File: config.mk
export PLATFORM = sky130hd
export DESIGN_NAME = cpc_regs
export DESIGN_NICKNAME = d
export VERILOG_FILES = /design/src/rtl/cpc_pkg.sv /design/src/rtl/cpc_modcnt.sv /design/src/rtl/cpc_fs_gen.sv /design/src/rtl/cpc_regs.sv
export SDC_FILE = /design/constraint.sdc
export NUM_CORES = 1
export LEC_CHECK = 0
export BUFFER_PORTS_ARGS = -buffer_cell sky130_fd_sc_hd__buf_4
export CAP_MARGIN = 20
export CORE_MARGIN = 3
export CORE_UTILIZATION = 39
export CTS_BUF_LIST = sky130_fd_sc_hd__clkbuf_4 sky130_fd_sc_hd__clkbuf_8
export CTS_CLUSTER_SIZE = 28
export DETAILED_ROUTE_END_ITERATION = 7
export GPL_ROUTABILITY_DRIVEN = 0
export SYNTH_ARGS = -nofsm -noshare
export SYNTH_HDL_FRONTEND = slang
export SYNTH_SLANG_ARGS = --single-unit
export TNS_END_PERCENT = 10
File: constraint.sdc
create_clock -name i_clk_sys -period 4.7 [get_ports i_clk_sys]
set_input_delay 1.41 -clock i_clk_sys [delete_from_list [all_inputs] [get_ports i_clk_sys]]
set_output_delay 1.41 -clock i_clk_sys [all_outputs]
set_load 0.03 [all_outputs]
File: src/rtl/cpc_pkg.sv
package cpc_pkg;

  // Control frame register numbers
  localparam logic [2:0] CPC_ADDR_CR3 = 3'h3;
  localparam logic [2:0] CPC_ADDR_CR4 = 3'h4;
  localparam logic [2:0] CPC_ADDR_CR5 = 3'h5;

  // power_reset_rate_control field positions
  localparam int CPC_POWER_DOWN_SELECT_HI = 7;
  localparam int CPC_POWER_DOWN_SELECT_LO = 6;
  localparam int CPC_SOFT_RESET_BIT_BIT = 5;
  localparam int CPC_OSR_HI = 4;
  localparam int CPC_OSR_LO = 3;
  localparam int CPC_ASYNC_RATE_FACTOR_HI = 2;
  localparam int CPC_ASYNC_RATE_FACTOR_LO = 0;

  // frame_sync_divider_control field positions
  localparam int CPC_DIVSEL_BIT = 7;
  localparam int CPC_N_HI = 6;
  localparam int CPC_N_LO = 3;
  localparam int CPC_P_HI = 2;
  localparam int CPC_P_LO = 0;
  localparam int CPC_M_HI = 6;
  localparam int CPC_M_LO = 0;

  // Gain register sub-address and payload positions
  localparam int CPC_SUB_HI = 7;
  localparam int CPC_SUB_LO = 6;
  localparam int CPC_GAIN_HI = 5;
  localparam int CPC_GAIN_LO = 0;
  localparam logic [1:0] CPC_SUB_ADC = 2'h0;
  localparam logic [1:0] CPC_SUB_DAC = 2'h1;
  localparam logic [1:0] CPC_SUB_5C = 2'h2;
  localparam logic [1:0] CPC_SUB_5D = 2'h3;

  // Reset values
  localparam logic [1:0] CPC_POWER_DOWN_SELECT_RST = 2'h0;
  localparam logic [1:0] CPC_OSR_RST = 2'h0;
  localparam logic [2:0] CPC_ASYNC_RATE_FACTOR_RST = 3'h1;
  localparam logic [6:0] CPC_M_RST = 7'h10;
  localparam logic [3:0] CPC_N_RST = 4'h6;
  localparam logic [2:0] CPC_P_RST = 3'h0;
  localparam logic [5:0] CPC_ADC_GAIN_RST = 6'h2A;
  localparam logic [5:0] CPC_DAC_GAIN_RST = 6'h2A;
  localparam logic [5:0] CPC_R5C_RST = 6'h00;
  localparam logic [5:0] CPC_R5D_RST = 6'h00;

  // Timing
  localparam int CPC_CLK_NS = 20;
  localparam int CPC_SOFT_RST_NS = 100;
  localparam int CPC_SOFT_RST_CYC =
    (CPC_SOFT_RST_NS + CPC_CLK_NS - 1) / CPC_CLK_NS;
  localparam logic [4:0] CPC_FS_PRESCALE = 5'h10;
  localparam logic [1:0] CPC_UPD_PERIODS = 2'h2;

  typedef enum logic [1:0]
  {
    CPC_OSR_128 = 2'b00,
    CPC_OSR_256 = 2'b01,
    CPC_OSR_512 = 2'b10
  } cpc_osr_e;

  typedef enum logic [1:0]
  {
    CPC_RD5_ADC = 2'b00,
    CPC_RD5_DAC = 2'b01,
    CPC_RD5_5C  = 2'b10,
    CPC_RD5_5D  = 2'b11
  } cpc_rd5_e;

  typedef struct packed {
    logic       wr;
    logic       rd;
    logic [2:0] addr;
    logic [7:0] wdata;
  } cpc_req_s;

  typedef struct packed {
    logic       adc_pdn;
    logic       dac_pdn;
    logic       dev_pdn;
    cpc_osr_e   dac_oversample_ratio;
    logic [3:0] async_n;
    logic [7:0] m_val;
    logic [4:0] n_val;
    logic [3:0] p_val;
    logic       coarse;
    logic [5:0] adc_gain;
    logic [5:0] dac_gain;
  } cpc_ctrl_s;

endpackage : cpc_pkg

File: src/rtl/cpc_modcnt.sv
`timescale 1ns/1ns
`default_nettype none
module cpc_modcnt
  import cpc_pkg::*;
#(
  parameter int W = 8
)
(
  // Clock and reset
  input  wire logic         i_clk_sys,
  input  wire logic         i_nrst,
  input  wire logic         i_ce,
  // Count control
  input  wire logic         i_clr,
  input  wire logic         i_inc,
  input  wire logic [W-1:0] i_limit,
  // Terminal count
  output logic              o_wrap
);

  logic [W-1:0] cnt_q;
  wire          at_last;

  // Greater-or-equal so a limit lowered mid-count still wraps at once
  assign at_last = (cnt_q >= (i_limit - W'(1)));
  assign o_wrap  = i_inc && at_last;

  always_ff @(posedge i_clk_sys)
  begin
    if (!i_nrst)
      cnt_q <= '0;
    else if (i_ce)
    begin
      if (i_clr || o_wrap)
        cnt_q <= '0;
      else if (i_inc)
        cnt_q <= cnt_q + W'(1);
    end
  end

endmodule : cpc_modcnt
`default_nettype wire

File: src/rtl/cpc_fs_gen.sv
`timescale 1ns/1ns
`default_nettype none
module cpc_fs_gen
  import cpc_pkg::*;
(
  // Clock and reset
  input  wire logic       i_clk_sys,
  input  wire logic       i_nrst,
  input  wire logic       i_ce,
  input  wire logic       i_clr,
  // Decoded divider values
  input  wire logic [7:0] i_m_val,
  input  wire logic [4:0] i_n_val,
  input  wire logic [3:0] i_p_val,
  // Frame sync strobe
  output logic            o_fs
);

  wire pre_wrap;
  wire m_wrap;
  wire n_wrap;

  // Cascade keeps each counter narrow instead of one 19-bit divisor
  cpc_modcnt #(.W(5)) u_pre
  (
    .i_clk_sys (i_clk_sys),
    .i_nrst    (i_nrst),
    .i_ce      (i_ce),
    .i_clr     (i_clr),
    .i_inc     (1'b1),
    .i_limit   (CPC_FS_PRESCALE),
    .o_wrap    (pre_wrap)
  );

  cpc_modcnt #(.W(8)) u_m
  (
    .i_clk_sys (i_clk_sys),
    .i_nrst    (i_nrst),
    .i_ce      (i_ce),
    .i_clr     (i_clr),
    .i_inc     (pre_wrap),
    .i_limit   (i_m_val),
    .o_wrap    (m_wrap)
  );

  cpc_modcnt #(.W(5)) u_n
  (
    .i_clk_sys (i_clk_sys),
    .i_nrst    (i_nrst),
    .i_ce      (i_ce),
    .i_clr     (i_clr),
    .i_inc     (m_wrap),
    .i_limit   (i_n_val),
    .o_wrap    (n_wrap)
  );

  cpc_modcnt #(.W(4)) u_p
  (
    .i_clk_sys (i_clk_sys),
    .i_nrst    (i_nrst),
    .i_ce      (i_ce),
    .i_clr     (i_clr),
    .i_inc     (n_wrap),
    .i_limit   (i_p_val),
    .o_wrap    (o_fs)
  );

endmodule : cpc_fs_gen
`default_nettype wire

File: src/rtl/cpc_regs.sv
// Function
// - Power-down field: 00 none, 01 ADC, 10 DAC, 11 whole device.
// - Writing 1 to bit D5 of register 3 resets the device.
// - Oversampling field: X1 gives 512, 10 gives 256, 00 gives 128.
// - Rate factor codes 1 to 7 mean 1 to 7, 000 means 8.
// - Rate factor applies only when the two channels differ in rate.
// - Register 4 write with top bit 0 loads P and N.
// - Register 4 write with top bit 1 loads M only.
// - Frame sync is master clock over 16 times M, N and P.
// - M code zero means 128, others decode directly.
// - N code zero means 16, others decode directly.
// - P code zero means 8, others decode directly.
// - New divider values reach the divider after two sample periods.
// - Register 4 reads return N and P first, then M.
// - Divider resets to M 16, N 6, P 8.
// - P equal to 8 selects coarse mode, otherwise fine mode.
// - Register 5 write with top bits 00 loads the ADC gain.
// - ADC gain code resets to 101010, the 0 dB setting.
// - Register 5 reads return ADC, DAC, 5C, then 5D contents.
`timescale 1ns/1ns
`default_nettype none
module cpc_regs
  import cpc_pkg::*;
(
  // Clock, reset and clock enable
  input  wire logic       i_clk_sys,
  input  wire logic       i_nrst,
  input  wire logic       i_ce,
  // Register access from the serial control port
  input  wire cpc_req_s   i_req,
  output logic [7:0]      o_rdata,
  output logic            o_rvalid,
  // Channel configuration
  input  wire logic       i_rate_differ,
  // Control outputs to the codec
  output cpc_ctrl_s       o_ctrl,
  output logic            o_fs,
  output logic            o_sample_stb,
  output logic            o_soft_rst
);

  // Stored register fields
  logic [1:0] power_down_select_q;
  logic [1:0] osr_q;
  logic [2:0] async_rate_factor_q;
  logic [6:0] m_code_q;
  logic [3:0] n_code_q;
  logic [2:0] p_code_q;
  logic [5:0] adc_gain_q;
  logic [5:0] dac_gain_q;
  logic [5:0] r5c_q;
  logic [5:0] r5d_q;

  // Divider values in use by the frame sync generator
  logic [6:0] m_act_q;
  logic [3:0] n_act_q;
  logic [2:0] p_act_q;
  logic       upd_pend_q;
  logic [1:0] upd_cnt_q;

  // Soft reset sequencing
  localparam logic [3:0] SRST_LAST = 4'(CPC_SOFT_RST_CYC - 1);
  logic       srst_q;
  logic [3:0] srst_cnt_q;

  // Read sequencing
  logic       rd4_m_q;
  cpc_rd5_e   rd5_q;
  cpc_rd5_e   rd5_d;
  logic [7:0] rdata_q;
  logic       rvalid_q;
  cpc_ctrl_s  ctrl_q;
  cpc_ctrl_s  ctrl_d;

  // Access decode
  wire        wr_ok;
  wire        wr3;
  wire        wr4;
  wire        wr5;
  wire        rd3;
  wire        rd4;
  wire        rd5;
  wire        div_sel_m;
  wire [1:0]  sub_sel;
  wire [5:0]  gain_wr;
  wire        srst_done;
  wire        srst_start;

  // Writes are dropped while the internal reset runs
  assign wr_ok = i_req.wr && !srst_q;
  assign wr3   = wr_ok && (i_req.addr == CPC_ADDR_CR3);
  assign wr4   = wr_ok && (i_req.addr == CPC_ADDR_CR4);
  assign wr5   = wr_ok && (i_req.addr == CPC_ADDR_CR5);
  assign rd3   = i_req.rd && (i_req.addr == CPC_ADDR_CR3);
  assign rd4   = i_req.rd && (i_req.addr == CPC_ADDR_CR4);
  assign rd5   = i_req.rd && (i_req.addr == CPC_ADDR_CR5);

  assign div_sel_m = i_req.wdata[CPC_DIVSEL_BIT];
  assign sub_sel   = i_req.wdata[CPC_SUB_HI:CPC_SUB_LO];
  assign gain_wr   = i_req.wdata[CPC_GAIN_HI:CPC_GAIN_LO];

  assign srst_start = wr3 && i_req.wdata[CPC_SOFT_RESET_BIT_BIT];
  assign srst_done  = srst_q && (srst_cnt_q == SRST_LAST);

  // Decoded values
  wire [7:0] m_dec;
  wire [4:0] n_dec;
  wire [3:0] p_dec;
  wire [3:0] async_rate_factor_dec;
  wire [3:0] rate_div;
  wire       fs_pulse;

  assign m_dec = (m_act_q == 7'h00) ? 8'h80 : {1'b0, m_act_q};
  assign n_dec = (n_act_q == 4'h0) ? 5'h10 : {1'b0, n_act_q};
  assign p_dec = (p_act_q == 3'h0) ? 4'h8 : {1'b0, p_act_q};
  assign async_rate_factor_dec = (async_rate_factor_q == 3'h0) ? 4'h8 : {1'b0, async_rate_factor_q};
  assign rate_div = i_rate_differ ? async_rate_factor_dec : 4'h1;

  // Soft reset pulse and self-clearing bit
  always_ff @(posedge i_clk_sys)
  begin
    if (!i_nrst)
    begin
      srst_q     <= 1'b0;
      srst_cnt_q <= 4'h0;
    end
    else if (i_ce)
    begin
      if (srst_start)
      begin
        srst_q     <= 1'b1;
        srst_cnt_q <= 4'h0;
      end
      else if (srst_done)
        srst_q <= 1'b0;
      else if (srst_q)
        srst_cnt_q <= srst_cnt_q + 4'h1;
    end
  end

  // Control register 3 fields; soft reset restores the defaults
  always_ff @(posedge i_clk_sys)
  begin
    if (!i_nrst || (i_ce && srst_q))
    begin
      power_down_select_q <= CPC_POWER_DOWN_SELECT_RST;
      osr_q  <= CPC_OSR_RST;
      async_rate_factor_q <= CPC_ASYNC_RATE_FACTOR_RST;
    end
    else if (i_ce && wr3 && !srst_start)
    begin
      power_down_select_q <= i_req.wdata[CPC_POWER_DOWN_SELECT_HI:CPC_POWER_DOWN_SELECT_LO];
      osr_q  <= i_req.wdata[CPC_OSR_HI:CPC_OSR_LO];
      async_rate_factor_q <= i_req.wdata[CPC_ASYNC_RATE_FACTOR_HI:CPC_ASYNC_RATE_FACTOR_LO];
    end
  end

  // Divider codes as written
  always_ff @(posedge i_clk_sys)
  begin
    if (!i_nrst || (i_ce && srst_q))
    begin
      m_code_q <= CPC_M_RST;
      n_code_q <= CPC_N_RST;
      p_code_q <= CPC_P_RST;
    end
    else if (i_ce && wr4)
    begin
      if (div_sel_m)
        m_code_q <= i_req.wdata[CPC_M_HI:CPC_M_LO];
      else
      begin
        n_code_q <= i_req.wdata[CPC_N_HI:CPC_N_LO];
        p_code_q <= i_req.wdata[CPC_P_HI:CPC_P_LO];
      end
    end
  end

  // Staged update: the divider is never retuned mid-frame
  always_ff @(posedge i_clk_sys)
  begin
    if (!i_nrst || (i_ce && srst_q))
    begin
      m_act_q    <= CPC_M_RST;
      n_act_q    <= CPC_N_RST;
      p_act_q    <= CPC_P_RST;
      upd_pend_q <= 1'b0;
      upd_cnt_q  <= 2'h0;
    end
    else if (i_ce)
    begin
      if (wr4)
      begin
        upd_pend_q <= 1'b1;
        upd_cnt_q  <= 2'h0;
      end
      else if (upd_pend_q && o_sample_stb)
      begin
        if (upd_cnt_q == (CPC_UPD_PERIODS - 2'h1))
        begin
          m_act_q    <= m_code_q;
          n_act_q    <= n_code_q;
          p_act_q    <= p_code_q;
          upd_pend_q <= 1'b0;
          upd_cnt_q  <= 2'h0;
        end
        else
          upd_cnt_q <= upd_cnt_q + 2'h1;
      end
    end
  end

  // Gain sub-registers
  always_ff @(posedge i_clk_sys)
  begin
    if (!i_nrst || (i_ce && srst_q))
    begin
      adc_gain_q <= CPC_ADC_GAIN_RST;
      dac_gain_q <= CPC_DAC_GAIN_RST;
      r5c_q      <= CPC_R5C_RST;
      r5d_q      <= CPC_R5D_RST;
    end
    else if (i_ce && wr5)
    begin
      case (sub_sel)
        CPC_SUB_ADC: adc_gain_q <= gain_wr;
        CPC_SUB_DAC: dac_gain_q <= gain_wr;
        CPC_SUB_5C:  r5c_q      <= gain_wr;
        default:     r5d_q      <= gain_wr;
      endcase
    end
  end

  // Register 5 read pointer advance
  always_comb
  begin
    case (rd5_q)
      CPC_RD5_ADC: rd5_d = CPC_RD5_DAC;
      CPC_RD5_DAC: rd5_d = CPC_RD5_5C;
      CPC_RD5_5C:  rd5_d = CPC_RD5_5D;
      CPC_RD5_5D:  rd5_d = CPC_RD5_ADC;
      default:     rd5_d = CPC_RD5_ADC;
    endcase
  end

  // Read pointers
  always_ff @(posedge i_clk_sys)
  begin
    if (!i_nrst || (i_ce && srst_q))
    begin
      rd4_m_q <= 1'b0;
      rd5_q   <= CPC_RD5_ADC;
    end
    else if (i_ce)
    begin
      if (wr4)
        rd4_m_q <= 1'b0;
      else if (rd4)
        rd4_m_q <= !rd4_m_q;
      if (wr5)
        rd5_q <= CPC_RD5_ADC;
      else if (rd5)
        rd5_q <= rd5_d;
    end
  end

  // Read data selection
  wire [7:0] rd3_word;
  wire [7:0] rd4_word;
  wire [7:0] rd5_word;
  wire [7:0] rd_word;

  assign rd3_word = {power_down_select_q, srst_q, osr_q, async_rate_factor_q};
  assign rd4_word = rd4_m_q ? {1'b1, m_code_q}
                            : {1'b0, n_code_q, p_code_q};
  assign rd5_word = (rd5_q == CPC_RD5_ADC) ? {CPC_SUB_ADC, adc_gain_q} :
                    (rd5_q == CPC_RD5_DAC) ? {CPC_SUB_DAC, dac_gain_q} :
                    (rd5_q == CPC_RD5_5C)  ? {CPC_SUB_5C, r5c_q} :
                                             {CPC_SUB_5D, r5d_q};
  // Unmapped registers read as zero
  assign rd_word = rd3 ? rd3_word :
                   rd4 ? rd4_word :
                   rd5 ? rd5_word : 8'h00;

  always_ff @(posedge i_clk_sys)
  begin
    if (!i_nrst)
    begin
      rdata_q  <= 8'h00;
      rvalid_q <= 1'b0;
    end
    else if (i_ce)
    begin
      rvalid_q <= i_req.rd;
      if (i_req.rd)
        rdata_q <= rd_word;
    end
  end

  // Decoded control word
  always_comb
  begin
    ctrl_d          = '0;
    ctrl_d.adc_pdn  = (power_down_select_q == 2'b01) || (power_down_select_q == 2'b11);
    ctrl_d.dac_pdn  = (power_down_select_q == 2'b10) || (power_down_select_q == 2'b11);
    ctrl_d.dev_pdn  = (power_down_select_q == 2'b11);
    if (osr_q[0])
      ctrl_d.dac_oversample_ratio = CPC_OSR_512;
    else if (osr_q[1])
      ctrl_d.dac_oversample_ratio = CPC_OSR_256;
    else
      ctrl_d.dac_oversample_ratio = CPC_OSR_128;
    ctrl_d.async_n  = rate_div;
    ctrl_d.m_val    = m_dec;
    ctrl_d.n_val    = n_dec;
    ctrl_d.p_val    = p_dec;
    ctrl_d.coarse   = (p_dec == 4'h8);
    ctrl_d.adc_gain = adc_gain_q;
    ctrl_d.dac_gain = dac_gain_q;
  end

  always_ff @(posedge i_clk_sys)
  begin
    if (!i_nrst)
      ctrl_q <= '0;
    else if (i_ce)
      ctrl_q <= ctrl_d;
  end

  // Frame sync from the master clock
  cpc_fs_gen u_fs
  (
    .i_clk_sys (i_clk_sys),
    .i_nrst    (i_nrst),
    .i_ce      (i_ce),
    .i_clr     (srst_q),
    .i_m_val   (m_dec),
    .i_n_val   (n_dec),
    .i_p_val   (p_dec),
    .o_fs      (fs_pulse)
  );

  // Sample strobe is frame sync divided by n when channels differ
  cpc_modcnt #(.W(4)) u_rate
  (
    .i_clk_sys (i_clk_sys),
    .i_nrst    (i_nrst),
    .i_ce      (i_ce),
    .i_clr     (srst_q),
    .i_inc     (fs_pulse),
    .i_limit   (rate_div),
    .o_wrap    (o_sample_stb)
  );

  assign o_fs       = fs_pulse;
  assign o_rdata    = rdata_q;
  assign o_rvalid   = rvalid_q;
  assign o_ctrl     = ctrl_q;
  assign o_soft_rst = srst_q;

endmodule : cpc_regs
`default_nettype wire

==> summary.md <==
| Metric | Value |
|---|---|
| H-tree depth | `4` |
| Global-route wire length before repair | `30500 um` |
| Finished Layout Cells | `1135` |
| Final HPWL DP | `13200 um` |
| Die Ht | `141 um` |
| Clock Sink Count | `144` |
| P_sw | `0.667 mW` |
| Total GRT Usage | `19.3%` |
| #FFs+latches synth | `144` |
| Clock Latency Late Sink | `0.46 ns` |
| Max clock buf depth | `2` |
| Grt total ovfl | `0` |
| Num ports | `68` |
| Hold Path Class | `reg2reg` |
| Post-synthesis sequential area ratio | `40.9%` |
| CTS root buffer | `clkbuf_8` |
| Yosys warning count | `0` |
| Fin crit period | `4.64 ns` |
| Ant. Diodes | `0` |
| Startpoint types | `flip-flop` |
| Area growth syn-to-layout | `18.6%` |
| Core footprint | `0.0175 mm2` |
| Endpoints failing setup | `0` |
| Peak VDD IR | `0.194 mV` |
| Clock share of power | `39.6%` |
| DR WL met3 | `996 um` |
| Design Power | `2.41 mW` |
| Setup CP Type | `reg2out` |
| Max_cap viols | `0` |
| Post-placement cell area | `0.00779 mm2` |
| Logic pwr share | `8.4%` |
| Layout Skew | `0.0114 ns` |
| Synth Flop Type | `dfxtp_1` |
| Design Area, Final | `0.00837 mm2` |
| Cell variety after synth | `62` |
| Nets | `952` |
| Placed insts | `1091` |
| DR iter-0 viols | `442` |
| Initial core utilization | `40.4%` |
| Die footprint | `0.0197 mm2` |
| Slew Limit Headroom | `32.9%` |
| Fraction of registers with async set or reset after synthesis | `0%` |
| Synth top area share | `40.9%` |
| DRC viols | `0` |
| Drt pass-1 iters | `5` |
| Finished Core Util | `47.9%` |
| Pwr Density | `288 mW/mm2` |
| Least-Margin Pin Slew | `1.00 ns` |
| Top layer in use | `met4` |
| Std-Cell Rows | `48` |
| M1 WL | `8740 um` |
| Crit Path Max Fanout | `5` |
| # port buffers | `67` |
| Hold Slack | `0.466 ns` |
| Outcome | `completed` |
| EDFF count, synth | `0` |
| Largest net degree at the start of global routing | `55` |
| Max-slew violations | `0` |
| Met2 routed WL | `8880 um` |
| Final Hold Vio Count | `0` |
| Worst-path clk slew | `0.08 ns` |
| Int Pwr | `1.74 mW` |
| Routed WL | `19000 um` |
| Synth area leader | `dfxtp_1` |
| Syn Inst Count | `830` |
| Leakage | `3.31 nW` |
| Die Wd | `141 um` |
| Initial antenna violation count | `0` |
| Antenna-violating nets left | `0` |
| Sequential share of power | `52.0%` |
| Dpl ws | `0.0104 ns` |
| Req. time, crit path | `3.29 ns` |
| Wire length per cell | `16.7 um` |
| Vias | `6156` |
| Cell area after synthesis | `0.00706 mm2` |
| Setup slack after layout | `0.0578 ns` |
| Final period util | `98.8%` |
| Main area contributors after synthesis | `dfxtp_1, mux2i_1, ha_1` |
| Unrepaired setup endpoints after global routing | `true` |
| Worst EP arrival | `3.23 ns` |
| CTS tree | `yes` |
| TritonCTS Buffers | `17` |
| TNS Setup | `0 ns` |
| Post-Syn Area per Cell | `8.50 um2` |
| Layout cells sized above 1 | `17.7%` |
| CP endpoint kind | `primary output` |
| Number of global-route vias before repair | `5802` |
| Max Fclk | `215 MHz` |
| Via density per instance | `5.42` |
| Switching share of power | `27.7%` |
## synth_stat cells (3+ instances only)
cell type	n
buf_1	8
o31ai_1	12
xor2_1	9
nor2b_1	5
nor4_1	11
nand2b_1	3
inv_1	21
nand3_1	43
nor2_1	96
nand2_1	95
a221oi_1	3
nand4_1	22
dfxtp_1	144
ha_1	38
or3_1	9
xnor2_1	13
nor3_1	21
a21oi_1	59
a31oi_1	13
o211ai_1	3
o21ai_0	23
clkbuf_1	34
o21ai_1	7
buf_2	7
and2_1	3
and3_1	10
mux2_2	7
mux2i_1	66
## final cells by class
type                            instances  area (um2)
Fill cell                            1723        9110
Sequential cell                       144        2880
Clock inverter                         14         134
Multi-Input combinational cell        616        4010
Tap cell                              225         282
Inverter                               22        82.6
Clock buffer                           18         248
Timing Repair Buffer                   96         728
## flip-flops by register name (all words and copies together) (netlist names), 2 cells and up
name	cells
o_ctrl	39
o_rdata	8
u_fs.u_m.cnt_q	8
m_act_q	7
m_code_q	7
adc_gain_q	6
dac_gain_q	6
r5c_q	6
r5d_q	6
u_fs.u_n.cnt_q	5
u_fs.u_pre.cnt_q	5
n_act_q	4
n_code_q	4
srst_cnt_q	4
u_fs.u_p.cnt_q	4
u_rate.cnt_q	4
async_rate_factor_q	3
p_act_q	3
p_code_q	3
osr_q	2
power_down_select_q	2
rd5_q	2
upd_cnt_q	2
## logic make-up after synthesis
| logic type | Yosys count | share of synthesized area, % |
|---|---|---|
| other | 1 | 0.0531 |
| xor gates and xnor gates | 22 | 2.73 |
| DFF | 144 | 40.9 |
| buffers and inverters | 71 | 3.90 |
| muxes | 73 | 10.5 |
| AOI/OAI and AO/OA | 145 | 12.8 |
| adders and majority gates | 38 | 6.74 |
| and+or+nand+nor | 336 | 22.5 |
## metal layers
layer,vias to the layer above,global-route usage [%]
met4,0,5.76
met1,2904,26.3
met5,-,0
met2,145,30.6
met3,27,4.30
li1,3080,-
## power by group through the flow
stage / clock network [mW] / registers [mW] / logic, mW
finish: 0.956 / 1.25 / 0.202
global route: 1.02 / 1.26 / 0.220
CTS: 0.979 / 1.25 / 0.201
detailed placement: 0 / 1.28 / 0.199
global placement: 0 / 1.28 / 0.199
floorplan: 0 / 1.30 / 0.104
## final timing paths
| kind | from | endpoint | slack (ns) | depth (start not counted) |
|---|---|---|---|---|
| worst max-delay path | m_act_q[1] | o_sample_stb | 0.06 | 13 |
| worst min register to register | o_ctrl[17] | o_ctrl[17] | 0.47 | 2 |
| worst max register to register | m_act_q[1] | u_fs.u_m.cnt_q[4] | 1.08 | 15 |
| worst min-delay path | o_ctrl[17] | o_ctrl[17] | 0.47 | 2 |
## worst max-delay path: stages (launching register included)
cell,delay (ns)
dfxtp_2,0.33
inv_2,0.07
ha_4,0.14
nor3b_4,0.18
nand2b_1,0.09
or3_4,0.41
nand2_1,0.10
ha_1,0.22
nand2b_4,0.13
a2111o_1,0.39
a211o_4,0.38
nand3_4,0.11
nor3_4,0.06
buf_6,0.15
## layout by cell type (no fill, tap or decap), drive strengths merged, types with 4 or more instances in the layout
cell / count
a21oi: 59
a31oi: 13
and3: 10
buf: 96
clkbuf: 18
clkinv: 6
clkinvlp: 5
dfxtp: 144
ha: 38
inv: 24
mux2: 7
mux2i: 66
nand2: 95
nand2b: 4
nand3: 43
nand4: 22
nor2: 98
nor2b: 5
nor3: 23
nor3b: 4
nor4: 11
o21ai: 30
o31ai: 13
or3: 9
xnor2: 13
xor2: 9
## timing repair
| action | 4_1_cts | 5_1_grt |
|---|---|---|
| pin swaps | 3 | 8 |
| setup endpoints to repair | 2 | 2 |
| buffers inserted | 4 | 8 |
| hold buffers | 0 | 0 |
| resized for setup | 7 | 15 |
Power figures use the tool's default switching activity.
